**src/design/uwf_params.svh**
```systemverilog
// offsets, field positions, reset values and counts of the wakeup/flag block
// Contract
// - receiver sleep suppresses every receive status flag for incoming characters.
// - idle wakeup clears sleep after 10 idle bits, 11 in nine-bit mode.
// - the waking idle character sets neither idle nor buffer-full flag.
// - idle select 0 counts from start bit; 1 counts after stop bit.
// - address-mark wakeup clears sleep when the received msb is 1.
// - address frame clears sleep before its stop bit and sets buffer-full.
// - three requests from eight sources, each masked, flags always pollable.
// - transmit request stands while buffer-empty flag and its enable are 1.
// - transmit-done flag when all sent and line idle; request while enabled.
// - buffer-full clears on status read then data read; nine-bit adds control three.
// - idle flag clears likewise and rearms only after a new buffer-full.
// - noise, framing, parity flags set together with buffer-full, never on overrun.
// - full buffer at completion sets overrun and discards character and errors.
// - nine-bit select gives nine data bits, ninth bits in control three.
// - ninth transmit bit copied at shifter load and held until rewritten.
// - stop halts the clock; deep stop loses registers, light stop keeps them.
// - route on, source 0: transmitter feeds receiver, input pin released.
// - route on, source 1: single wire joins receiver, transmitter and output pin.
// - single-wire direction 0 makes pin an input; 1 lets transmitter drive.
// - completed character enters an empty buffer and sets buffer-full.
// - while framing flag stands no character transfers into the buffer.
`ifndef UWF_PARAMS_SVH
`define UWF_PARAMS_SVH
`define UWF_A_C1 3'h0
`define UWF_A_C2 3'h1
`define UWF_A_S1 3'h2
`define UWF_A_C3 3'h3
`define UWF_A_D 3'h4
// control one
`define UWF_B_ROUTE 7
`define UWF_B_RECEIVER_SOURCE_SELECT 5
`define UWF_B_NINE 4
`define UWF_B_WAKE 3
`define UWF_B_ILT 2
// control two
`define UWF_B_TIE 7
`define UWF_B_TX_DONE_IRQ_ENABLE 6
`define UWF_B_RIE 5
`define UWF_B_ILIE 4
`define UWF_B_SLEEP 1
// control three
`define UWF_B_R9 7
`define UWF_B_T9 6
`define UWF_B_DIR 5
`define UWF_B_ORIE 3
`define UWF_B_NEIE 2
`define UWF_B_FEIE 1
`define UWF_B_PEIE 0
`define UWF_RST_C 8'h00
`define UWF_IDLE8 4'hA
`define UWF_IDLE9 4'hB
`endif

```
**src/design/uwf_pkg.sv**
```systemverilog
// types of the wakeup/flag block
package uwf_pkg;
    typedef struct packed {
        logic [8:0] data;
        logic noise;
        logic frame;
        logic parity;
    } uwf_rxc_t;
    typedef struct packed {
        logic tx_buffer_empty_flag;
        logic tc;
        logic rx_buffer_full_flag;
        logic idle;
        logic ovr;
        logic nf;
        logic fe;
        logic pf;
    } uwf_stat_t;
endpackage

```
**src/design/uwf_core.sv**
```systemverilog
// flags, wakeup, nine-bit data and line routing of the serial interface
`timescale 1ns/1ps
`include "uwf_params.svh"
module uwf_core (
    // clock and reset
    input wire logic clk_sys_i,
    input wire logic nrst_i,
    // register port
    input wire logic [2:0] addr_i,
    input wire logic [7:0] wdata_i,
    input wire logic wr_i,
    input wire logic rd_i,
    output logic [7:0] rdata_o,
    // power state
    input wire logic stop_i,
    input wire logic stop_deep_i,
    // receiver shifter side
    input wire logic rx_done_i,
    input wire uwf_pkg::uwf_rxc_t rx_char_i,
    input wire logic rx_msb_i,
    input wire logic rx_bit_tick_i,
    input wire logic rx_level_i,
    output logic rx_serial_o,
    // transmitter shifter side
    input wire logic tx_load_i,
    input wire logic tx_busy_i,
    input wire logic tx_serial_i,
    output logic tx_req_o,
    output logic [8:0] tx_data_o,
    // pins
    input wire logic rxd_i,
    input wire logic txd_i,
    output logic txd_o,
    output logic txd_oe_o,
    output logic rxd_used_o,
    // interrupt requests
    output logic irq_tx_o,
    output logic irq_rx_o,
    output logic irq_err_o
);
    import uwf_pkg::*;

    logic [7:0] c1_r;
    logic [7:0] c2_r;
    logic [5:0] c3_r;
    logic t9_r;
    logic r9_r;
    logic [7:0] rxd_r;
    logic [7:0] txb_r;
    uwf_stat_t st_r;
    logic arm_r;
    logic drd_r;
    logic c3rd_r;
    logic idle_ok_r;
    logic [3:0] icnt_r;
    logic run;
    logic deep;
    logic nine;
    logic rd_s1;
    logic rd_d;
    logic rd_c3;
    logic clr;
    logic wake_idle;
    logic wake_adr;
    logic awake;
    logic xfer;
    logic ovr_set;
    logic idle_hit;
    logic [3:0] ilim;
    logic [7:0] c2_w;

    // light stop freezes state; deep stop returns to reset values
    assign run = ~stop_i;
    assign deep = stop_deep_i;
    assign nine = c1_r[`UWF_B_NINE];
    assign rd_s1 = run & rd_i & (addr_i == `UWF_A_S1);
    assign rd_d = run & rd_i & (addr_i == `UWF_A_D);
    assign rd_c3 = run & rd_i & (addr_i == `UWF_A_C3);
    assign c2_w = (run & wr_i & (addr_i == `UWF_A_C2)) ? wdata_i : 8'h00;

    // clear completes at the later of data read and ninth-bit read
    assign clr = arm_r & (rd_d | drd_r)
        & (~nine | rd_c3 | c3rd_r) & (rd_d | (nine & rd_c3));

    // character completion: address msb wakes before the stop bit
    assign wake_adr = c1_r[`UWF_B_WAKE] & rx_msb_i;
    assign awake = ~c2_r[`UWF_B_SLEEP]
        | (c1_r[`UWF_B_WAKE] & rx_char_i.data[nine ? 8 : 7]);
    assign xfer = run & rx_done_i & awake & ~st_r.fe
        & (~st_r.rx_buffer_full_flag | clr);
    assign ovr_set = run & rx_done_i & awake & ~st_r.fe
        & st_r.rx_buffer_full_flag & ~clr;

    // idle counting on bit ticks
    assign ilim = nine ? `UWF_IDLE9 : `UWF_IDLE8;
    assign idle_hit = run & rx_bit_tick_i & rx_level_i
        & (icnt_r == ilim - 4'h1);
    assign wake_idle = idle_hit & ~c1_r[`UWF_B_WAKE];

    always_ff @(posedge clk_sys_i or negedge nrst_i) begin
        if (!nrst_i) begin
            icnt_r <= 4'h0;
        end else if (deep) begin
            icnt_r <= 4'h0;
        end else if (run) begin
            // with the later start the stop bit is excluded from the count
            if (rx_done_i & c1_r[`UWF_B_ILT]) begin
                icnt_r <= 4'h0;
            end else if (rx_bit_tick_i) begin
                if (!rx_level_i) begin
                    icnt_r <= 4'h0;
                end else if (icnt_r != ilim) begin
                    icnt_r <= icnt_r + 4'h1;
                end
            end
        end
    end

    // control registers
    always_ff @(posedge clk_sys_i or negedge nrst_i) begin
        if (!nrst_i) begin
            c1_r <= `UWF_RST_C;
            c3_r <= 6'h00;
            t9_r <= 1'b0;
        end else if (deep) begin
            c1_r <= `UWF_RST_C;
            c3_r <= 6'h00;
            t9_r <= 1'b0;
        end else if (run & wr_i) begin
            if (addr_i == `UWF_A_C1) begin
                c1_r <= wdata_i;
            end
            if (addr_i == `UWF_A_C3) begin
                c3_r <= wdata_i[5:0];
                t9_r <= wdata_i[`UWF_B_T9];
            end
        end
    end

    always_ff @(posedge clk_sys_i or negedge nrst_i) begin
        if (!nrst_i) begin
            c2_r <= `UWF_RST_C;
        end else if (deep) begin
            c2_r <= `UWF_RST_C;
        end else if (run) begin
            if (wr_i & (addr_i == `UWF_A_C2)) begin
                c2_r <= wdata_i;
            end
            // a software write of sleep overrides a same-cycle wakeup
            if (~c2_w[`UWF_B_SLEEP] & (wake_idle | wake_adr)) begin
                c2_r[`UWF_B_SLEEP] <= 1'b0;
            end
        end
    end

    // receive buffer with ninth bit
    always_ff @(posedge clk_sys_i or negedge nrst_i) begin
        if (!nrst_i) begin
            rxd_r <= 8'h00;
            r9_r <= 1'b0;
        end else if (deep) begin
            rxd_r <= 8'h00;
            r9_r <= 1'b0;
        end else if (xfer) begin
            rxd_r <= rx_char_i.data[7:0];
            r9_r <= rx_char_i.data[8];
        end
    end

    // clear sequence tracking
    always_ff @(posedge clk_sys_i or negedge nrst_i) begin
        if (!nrst_i) begin
            arm_r <= 1'b0;
            drd_r <= 1'b0;
            c3rd_r <= 1'b0;
        end else if (deep | clr) begin
            arm_r <= 1'b0;
            drd_r <= 1'b0;
            c3rd_r <= 1'b0;
        end else if (rd_s1) begin
            arm_r <= st_r.rx_buffer_full_flag | st_r.idle;
            drd_r <= 1'b0;
            c3rd_r <= 1'b0;
        end else if (arm_r) begin
            drd_r <= drd_r | rd_d;
            c3rd_r <= c3rd_r | rd_c3;
        end
    end

    // receive flags; a same-cycle set beats the clear
    always_ff @(posedge clk_sys_i or negedge nrst_i) begin
        if (!nrst_i) begin
            st_r.tx_buffer_empty_flag <= 1'b1;
            st_r.tc <= 1'b1;
            st_r.rx_buffer_full_flag <= 1'b0;
            st_r.idle <= 1'b0;
            st_r.ovr <= 1'b0;
            st_r.nf <= 1'b0;
            st_r.fe <= 1'b0;
            st_r.pf <= 1'b0;
            idle_ok_r <= 1'b0;
        end else if (deep) begin
            st_r.tx_buffer_empty_flag <= 1'b1;
            st_r.tc <= 1'b1;
            st_r.rx_buffer_full_flag <= 1'b0;
            st_r.idle <= 1'b0;
            st_r.ovr <= 1'b0;
            st_r.nf <= 1'b0;
            st_r.fe <= 1'b0;
            st_r.pf <= 1'b0;
            idle_ok_r <= 1'b0;
        end else if (run) begin
            // all status bits share one process so the word has one driver
            if (tx_load_i) begin
                st_r.tx_buffer_empty_flag <= 1'b1;
            end else if (wr_i & (addr_i == `UWF_A_D)) begin
                st_r.tx_buffer_empty_flag <= 1'b0;
            end
            st_r.tc <= st_r.tx_buffer_empty_flag & ~tx_busy_i & ~tx_load_i;
            if (xfer) begin
                st_r.rx_buffer_full_flag <= 1'b1;
                st_r.nf <= rx_char_i.noise;
                st_r.fe <= rx_char_i.frame;
                st_r.pf <= rx_char_i.parity;
                idle_ok_r <= 1'b1;
            end else if (clr) begin
                st_r.rx_buffer_full_flag <= 1'b0;
                st_r.nf <= 1'b0;
                st_r.fe <= 1'b0;
                st_r.pf <= 1'b0;
            end
            if (ovr_set) begin
                st_r.ovr <= 1'b1;
            end else if (clr) begin
                st_r.ovr <= 1'b0;
            end
            // sleeping idle only wakes; idle flag needs a fresh character
            if (idle_hit & ~c2_r[`UWF_B_SLEEP] & idle_ok_r) begin
                st_r.idle <= 1'b1;
                idle_ok_r <= 1'b0;
            end else if (clr) begin
                st_r.idle <= 1'b0;
            end
        end
    end

    // transmit buffer; a load in the same cycle as a data write wins
    always_ff @(posedge clk_sys_i or negedge nrst_i) begin
        if (!nrst_i) begin
            txb_r <= 8'h00;
            tx_data_o <= 9'h000;
        end else if (deep) begin
            txb_r <= 8'h00;
            tx_data_o <= 9'h000;
        end else if (run) begin
            if (tx_load_i) begin
                tx_data_o <= {t9_r, txb_r};
            end else if (wr_i & (addr_i == `UWF_A_D)) begin
                txb_r <= wdata_i;
            end
        end
    end

    // read data, one cycle after the strobe
    always_ff @(posedge clk_sys_i or negedge nrst_i) begin
        if (!nrst_i) begin
            rdata_o <= 8'h00;
        end else if (deep) begin
            rdata_o <= 8'h00;
        end else if (run & rd_i) begin
            case (addr_i)
                `UWF_A_C1: rdata_o <= c1_r;
                `UWF_A_C2: rdata_o <= c2_r;
                `UWF_A_S1: rdata_o <= st_r;
                `UWF_A_C3: rdata_o <= {r9_r, t9_r, c3_r};
                `UWF_A_D: rdata_o <= rxd_r;
                default: rdata_o <= 8'h00;
            endcase
        end else begin
            rdata_o <= 8'h00;
        end
    end

    // interrupt requests
    always_ff @(posedge clk_sys_i or negedge nrst_i) begin
        if (!nrst_i) begin
            irq_tx_o <= 1'b0;
            irq_rx_o <= 1'b0;
            irq_err_o <= 1'b0;
        end else begin
            irq_tx_o <= (c2_r[`UWF_B_TIE] & st_r.tx_buffer_empty_flag)
                | (c2_r[`UWF_B_TX_DONE_IRQ_ENABLE] & st_r.tc);
            irq_rx_o <= (c2_r[`UWF_B_RIE] & st_r.rx_buffer_full_flag)
                | (c2_r[`UWF_B_ILIE] & st_r.idle);
            irq_err_o <= (c3_r[`UWF_B_ORIE] & st_r.ovr)
                | (c3_r[`UWF_B_NEIE] & st_r.nf)
                | (c3_r[`UWF_B_FEIE] & st_r.fe)
                | (c3_r[`UWF_B_PEIE] & st_r.pf);
        end
    end

    // line routing, registered so every pin leaves a flip-flop
    always_ff @(posedge clk_sys_i or negedge nrst_i) begin
        if (!nrst_i) begin
            rx_serial_o <= 1'b1;
            txd_o <= 1'b1;
            txd_oe_o <= 1'b1;
            rxd_used_o <= 1'b1;
            tx_req_o <= 1'b0;
        end else begin
            tx_req_o <= ~st_r.tx_buffer_empty_flag;
            txd_o <= tx_serial_i;
            rxd_used_o <= ~c1_r[`UWF_B_ROUTE];
            if (!c1_r[`UWF_B_ROUTE]) begin
                rx_serial_o <= rxd_i;
                txd_oe_o <= 1'b1;
            end else if (!c1_r[`UWF_B_RECEIVER_SOURCE_SELECT]) begin
                rx_serial_o <= tx_serial_i;
                txd_oe_o <= 1'b1;
            end else if (c3_r[`UWF_B_DIR]) begin
                rx_serial_o <= tx_serial_i;
                txd_oe_o <= 1'b1;
            end else begin
                rx_serial_o <= txd_i;
                txd_oe_o <= 1'b0;
            end
        end
    end
endmodule // uwf_core

```
**config.mk**
```make
export PLATFORM = sky130hd
export DESIGN_NAME = uwf_core
export DESIGN_NICKNAME = d
export VERILOG_FILES = /design/src/design/uwf_pkg.sv /design/src/design/uwf_core.sv
export VERILOG_INCLUDE_DIRS = /design/src /design/src/design
export SDC_FILE = /design/constraint.sdc
export NUM_CORES = 1
export LEC_CHECK = 0
export ABC_AREA = 1
export BUFFER_PORTS_ARGS = -buffer_cell sky130_fd_sc_hd__buf_2
export CORE_MARGIN = 2
export CORE_UTILIZATION = 55
export CTS_CLUSTER_DIAMETER = 50
export CTS_CLUSTER_SIZE = 20
export DETAILED_ROUTE_END_ITERATION = 8
export PLACE_DENSITY = 0.89
export SKIP_LAST_GASP = 1
export SYNTH_ARGS = -nofsm -noshare
export SYNTH_HDL_FRONTEND = slang
export SYNTH_SLANG_ARGS = --single-unit
```
**constraint.sdc**
```tcl
create_clock -name clk_sys_i -period 1.93 [get_ports clk_sys_i]
set_clock_uncertainty 0.15 [all_clocks]
set_input_delay 0.193 -clock clk_sys_i [delete_from_list [all_inputs] [get_ports clk_sys_i]]
set_output_delay 0.193 -clock clk_sys_i [all_outputs]
set_load 0.05 [all_outputs]
```
==> results of run 1 <==
[flip-flops by register name, indices dropped and copies added (netlist names), 4 cells and up]
| name | count |
|---|---|
| c1_r | 8 |
| c2_r | 8 |
| c3_r | 6 |
| icnt_r | 4 |
| rdata_o | 8 |
| rxd_r | 8 |
| st_r | 8 |
| tx_data_o | 9 |
| txb_r | 8 |
[final cells by class]
type / count / share of cell area, %
clock buffer: 12 / 3.424
clock inverter: 4 / 1.132
inverter: 48 / 3.977
multi-input combinational: 279 / 29.74
sequential: 81 / 44.90
tap: 77 / 2.126
timing repair buffer: 100 / 14.69
[how the worst min path moves through the flow]
stage               startpoint                        to  slack (ns)  depth (start not counted)
global route        wdata_i[6]          t9_r$_DFFE_PN0P_        0.02                          3
finish              wdata_i[6]          t9_r$_DFFE_PN0P_        0.01                          3
floorplan               nrst_i         arm_r$_DFFE_PN0P_       -0.25                          0
global placement        nrst_i  tx_data_o[6]$_DFFE_PN0P_       -0.05                          1
detailed placement      nrst_i  tx_data_o[6]$_DFFE_PN0P_       -0.05                          1
CTS                 rx_level_i     icnt_r[2]$_DFFE_PN0P_       0.003                          3
[report_power, final]
group | internal [W] | switching, W
Clock | 0.000672 | 0.000622
Sequential | 0.00178 | 0.0000531
Combinational | 0.000166 | 0.000312
Total | 0.00262 | 0.000988
[routing by layer]
layer	vias up	part of all wire, %
met5	-	0
met4	0	2.7
li1	1578	-
met1	1646	40
met2	183	49
met3	33	8.6
[cell families (layout without fill, tap and decap cells)]
| group | Yosys count | after routing | share of synthesized area (%) |
|---|---|---|---|
| AND/OR/NAND/NOR | 177 | 177 | 20.90 |
| flip-flops | 81 | 81 | 56.17 |
| AO/OA/AOI/OAI | 97 | 97 | 14.89 |
| buffers and inverters | 61 | 164 | 6.735 |
| adder cells (fa/ha/maj) | 1 | 1 | 0.3454 |
| XOR/XNOR | 4 | 4 | 0.9674 |
[synthesized netlist by cell type]
master,instances
a21oi_1,20
nand3_2,1
nand2_1,114
ha_1,1
o211ai_1,2
a31oi_1,7
o211a_1,1
a21oi_2,1
a22oi_1,1
nand2_4,1
dfstp_2,6
nand3_1,26
buf_1,2
clkinv_1,2
inv_1,45
and2_1,1
nand2_2,2
clkbuf_1,4
nor3_4,1
nand4_1,6
nor2_1,22
nor3_1,1
o21ai_0,47
clkbuf_2,1
buf_2,5
o21ai_1,2
buf_6,1
dfrtp_1,75
or2_2,1
nor2_4,1
xor2_1,3
inv_2,1
o22ai_1,10
o21ai_2,1
o31ai_1,5
xnor2_1,1
[worst reg2reg max path, cell delays in order, from the launching register on]
cell and delay (ns):
dfrtp_1 0.40, inv_1 0.07, nor2_1 0.09, o21ai_0 0.16, a21oi_2 0.26, nand2_4 0.08, nor2_4 0.27, nand2_1 0.10
nand2_1 0.09
[metrics by stage]
step	utilization [%]	hold slack [ns]
5_1_grt	71.35	0.02341
2_1_floorplan	-	-0.2526
3_3_place_gp	64.57	-0.05046
6_report	71.35	0.01034
3_5_place_dp	64.57	-0.05063
4_1_cts	71.29	0.003440
[repair_timing]
item,4_1_cts,5_1_grt
gates resized for setup,0,1
hold buffers,22,0
hold endpoints to repair,95,0
endpoints found under the setup margin,0,4
==> results.ini, run 1 <==
[setup_path]
startpoint_type = input port
crit_type = in -> reg
cp.required_ns = 2.08
r2r_end = idle_ok_r$_DFFE_PN0P_
cp_max_fo = 13
r2r_slack_ns = 0.21
cpPeakStageDelay_ns = 0.54
path_buf_inv = 2
endpoint = idle_ok_r$_DFFE_PN0P_
crit_arrival_ns = 1.93
endpoint_kind = register
cp_slowest_cell = dlygate4sd3_1
cpLargestDelayFamily = buffers and inverters
r2r_start = c1_r[3]$_DFFE_PN0P_
crit_chain = dlygate4sd3_1 -> buf_2 -> nor2_1 -> nor2_1 -> o21ai_0 -> a21oi_2 -> nand2_4 -> nor2_4 -> nand2_1 -> nand2_1
cp_num_cells = 10
reg2reg_depth = 8
startpoint = rx_char_i[10]

[clock_tree]
htreeDepth = 3
tritoncts = built
cts_root_buf = clkbuf_8
cts.path.max_buffers = 2
numClockSinks = 81
clk_latency_ns = 0.36
clkSlewWorstSetupHoldPaths_ns = 0.08
post_cts_buffers = 0
cts_buffers = 9

[timing]
clock.fmax_mhz = 561.5
finalSetupViolCount = 0
hold_viol = 0
worst_pin_slew_ns = 0.7840
slew_headroom_pct = 47.51
fin_crit_sh_pct = 92.28
rsz0062_at_grt = false
tns_ns = 0
worst_slack_ns = 0.1490
maxSlewViolCount = 0
fin_crit_ns = 1.781

[finish]
multi_input_area_mm2 = 0.001348
area_delta_synth_final_pct = 25.08
final_nets = 558
drive_above_1_share_pct = 20.99
layout_common_cells = nand2_1, dfrtp_1, buf_2
final_common_cell = nand2_1
seqCellArea_mm2 = 0.002034
insertedDiodeCount = 0
stdcell_count = 601
finish.instance_area_mm2 = 0.004531
fill_cells = 439

[synth]
synth_seq_area_share_pct = 56.17
synth_seq_cells = 81
syn_area_mm2 = 0.003622
synth.area.top_cells = dfrtp_1, nand2_1, o21ai_0
yosysWarnings = 0
synthDominantCellAreaShare_pct = 51.81
synth_fp_nets = 460
yosys.area.top_type = dfrtp_1
ys_types = 36
syn_avg_cell_area_um2 = 8.604
synth_cells = 421

[global_route]
gr-max-usage-layer = met2
gr-usage-met1_pct = 37.81
grt_pass1_vias = 3259
grt_max_degree = 42
grt-ovfl-total = 0
met2_usage_pct = 44.89
track_usage_pct = 28.01
use_met3_pct = 3.794
grt_pass1_wl_um = 15580
grt_antenna_before_repair = 0

[die]
core-area_mm2 = 0.006350
fp.dieH_um = 85.16
dieWidth_um = 85.16
dieArea_mm2 = 0.007251
ios = 63
fp-row-count = 29
start_util_pct = 57.04

[placed_design]
dp_cells = 563
dp_hpwl_um = 6627
place_ws_ns = 0.1275
port_buffers = 62
place.gp.congestion = 0.9396
post_dp_cell_area_mm2 = 0.004100

[detailed_routing]
drc_errors = 0
dr.pass1.iters = 5
routed_wl_um = 9533
drtIter0Drc = 342
routedWlPerCell_um = 15.86
drtAntennaViolNets = 0
routed_via_density = 5.724
routed-via-count = 3440

[job]
drv_cap = 0

[power]
power_density_mw_per_mm2 = 795.6
leakage_nw = 2.260
power.total_w = 0.003605
ir_drop_mv = 0.5106

[status]
outcome = finished, final reports clean

[worst_hold_path]
hold_class = in -> reg

Power figures use the tool's default switching activity.
==> run 2: changes to the inputs <==
--- a/config.mk
+++ b/config.mk
@@ -15,6 +15,7 @@
 export DETAILED_ROUTE_END_ITERATION = 8
 export PLACE_DENSITY = 0.89
 export SKIP_LAST_GASP = 1
+export SLEW_MARGIN = 20
 export SYNTH_ARGS = -nofsm -noshare
 export SYNTH_HDL_FRONTEND = slang
 export SYNTH_SLANG_ARGS = --single-unit
==> constraint.sdc (replaced) <==
create_clock -name clk_sys_i -period 1.93 [get_ports clk_sys_i]
set_clock_uncertainty 0.15 [all_clocks]
set_input_delay 0.0965 -clock clk_sys_i [delete_from_list [all_inputs] [get_ports clk_sys_i]]
set_output_delay 0.0965 -clock clk_sys_i [all_outputs]
set_load 0.05 [all_outputs]
==> run 2 against run 1 <==
Effect of this change:
- routed wire length increased by 6.7%
- hold slack better by 0.0084 ns
- highest routed layer unchanged
- sequential cell count did not move
- critical path type is now reg -> reg
- clock power grew 29%
- sequential power barely moved
- first-iteration DRC count rose by 25%
==> results.ini, run 2 (same netlist as run 1, synthesis figures left out) <==
[die]
core-area_mm2 = 0.006350
ios = 63
fp-row-count = 29
dieWidth_um = 85.16
dieArea_mm2 = 0.007251
start_util_pct = 57.04
fp.dieH_um = 85.16

[global_route]
grt_pass1_wl_um = 16220
grt_pass1_vias = 3391
track_usage_pct = 29.21
grt_max_degree = 45
met2_usage_pct = 47.94
grt_antenna_before_repair = 0
gr-usage-met1_pct = 38.07
gr-max-usage-layer = met2
grt-ovfl-total = 0
use_met3_pct = 5.350

[detailed_routing]
drc_errors = 0
dr.pass1.iters = 7
routed_via_density = 5.729
drtAntennaViolNets = 0
drtIter0Drc = 426
routed-via-count = 3489
routed_wl_um = 10180
routedWlPerCell_um = 16.71

[timing]
clock.fmax_mhz = 567.1
tns_ns = 0
rsz0062_at_grt = false
fin_crit_ns = 1.763
maxSlewViolCount = 0
hold_viol = 0
finalSetupViolCount = 0
slew_headroom_pct = 41.82
worst_pin_slew_ns = 0.8689
fin_crit_sh_pct = 91.37

[clock_tree]
cts.path.max_buffers = 2
cts_buffers = 9
tritoncts = built
clkSlewWorstSetupHoldPaths_ns = 0.09
htreeDepth = 3
cts_root_buf = clkbuf_8
clk_latency_ns = 0.36
numClockSinks = 81

[placed_design]
place.gp.congestion = 0.8970
dp_hpwl_um = 6845
port_buffers = 62
dp_cells = 563

[setup_path]
r2r_end = st_r[2]$_DFFE_PN0P_
reg2reg_depth = 9
cp_max_fo = 15
cp.required_ns = 2.09
endpoint_kind = register
crit_arrival_ns = 1.92
startpoint_type = register
r2r_start = c1_r[4]$_DFFE_PN0P_
r2r_slack_ns = 0.17
crit_type = reg -> reg

[power]
p_int_w = 0.002951
p_comb_share_pct = 12.3
power_switching_w = 0.001034
leakage_nw = 2.318
p_sw_share_pct = 25.95
power_density_mw_per_mm2 = 856.7
ir_drop_mv = 0.6355
clkPwrFrac_pct = 41.6
p_seq_share_pct = 46.1

[finish]
fin_util_pct = 73.26
top_register = tx_data_o
stdcell_count = 609
insertedDiodeCount = 0
layout_common_cells = nand2_1, dfrtp_1, buf_2
area_delta_synth_final_pct = 28.43
final_common_cell = nand2_1
fill_cells = 417
drive_above_1_share_pct = 21.05
final_nets = 566
largest_reg_flops = 9

[job]
drv_cap = 0

[worst_hold_path]
worstHoldEndpoint = icnt_r[3]$_DFFE_PN0P_
hold_class = in -> reg
hp-start = rx_done_i
hold_depth = 4

[status]
outcome = finished, final reports clean

## run 2: worst max-delay path by stage
stage	startpoint	end	slack (ns)	depth (start not counted)
finish	c1_r[4]$_DFFE_PN0P_	st_r[2]$_DFFE_PN0P_	0.17	9
global route	c1_r[4]$_DFFE_PN0P_	st_r[2]$_DFFE_PN0P_	0.01	9
floorplan	c1_r[4]$_DFFE_PN0P_	idle_ok_r$_DFFE_PN0P_	0.38	9
detailed placement	c1_r[4]$_DFFE_PN0P_	st_r[2]$_DFFE_PN0P_	0.15	8
CTS	c1_r[4]$_DFFE_PN0P_	rxd_r[1]$_DFFE_PN0P_	0.08	8
global placement	c1_r[4]$_DFFE_PN0P_	idle_ok_r$_DFFE_PN0P_	0.23	8
## run 2: layout make-up
type / instances / area, um2 / share of cell area (%)
inverters: 48 / 180.2 / 3.873
well taps: 77 / 96.34 / 2.071
multi-input cells: 279 / 1348 / 28.97
flip-flops and latches: 81 / 2034 / 43.73
clock inverters: 6 / 137.6 / 2.959
clock buffers: 10 / 127.6 / 2.743
repair buffers: 108 / 728.2 / 15.65
## run 2: repair_timing
action / in CTS / in global routing
buffers inserted: 0 / 2
hold buffers: 28 / 0
endpoints found under the hold margin: 82 / 0
resized for setup: 0 / 1
setup endpoints to repair: 0 / 13
## run 2: critical path: stages (launching register included)
cell and delay, ns:
dfrtp_1 0.46, nor2_1 0.07, nor2_1 0.09, o21ai_0 0.11, a21oi_2 0.22, nand2_4 0.16, nor2_4 0.15, buf_4 0.16
nand2_1 0.06, nand2_1 0.06
## run 2: layer usage
layer | up-vias | routed length (um)
met1 | 1618 | 3924
met3 | 38 | 990
li1 | 1594 | -
met5 | - | 0
met2 | 239 | 4945
met4 | 0 | 314
## run 2: metrics by stage
stage	power (W)	instance area [um2]	setup WS, ns	hold WS (ns)
after floorplan	0.002103	3622	0.3837	-0.3491
after global placement	0.002273	4088	0.2347	-0.04199
after detailed placement	0.002291	4088	0.1488	-0.03198
after CTS	0.003958	4633	0.08283	0.01579
after global routing	0.004116	4652	0.01330	0.04906
final	0.003985	4652	0.1665	0.01877
## run 2: power by group through the flow
stage               sequential [W]  combinational, W  clock [W]
finish                     0.00184          0.000492    0.00166
global route               0.00184          0.000537    0.00174
CTS                        0.00183          0.000478    0.00165
detailed placement         0.00187          0.000426          0
global placement           0.00186          0.000412          0
floorplan                  0.00190          0.000200          0
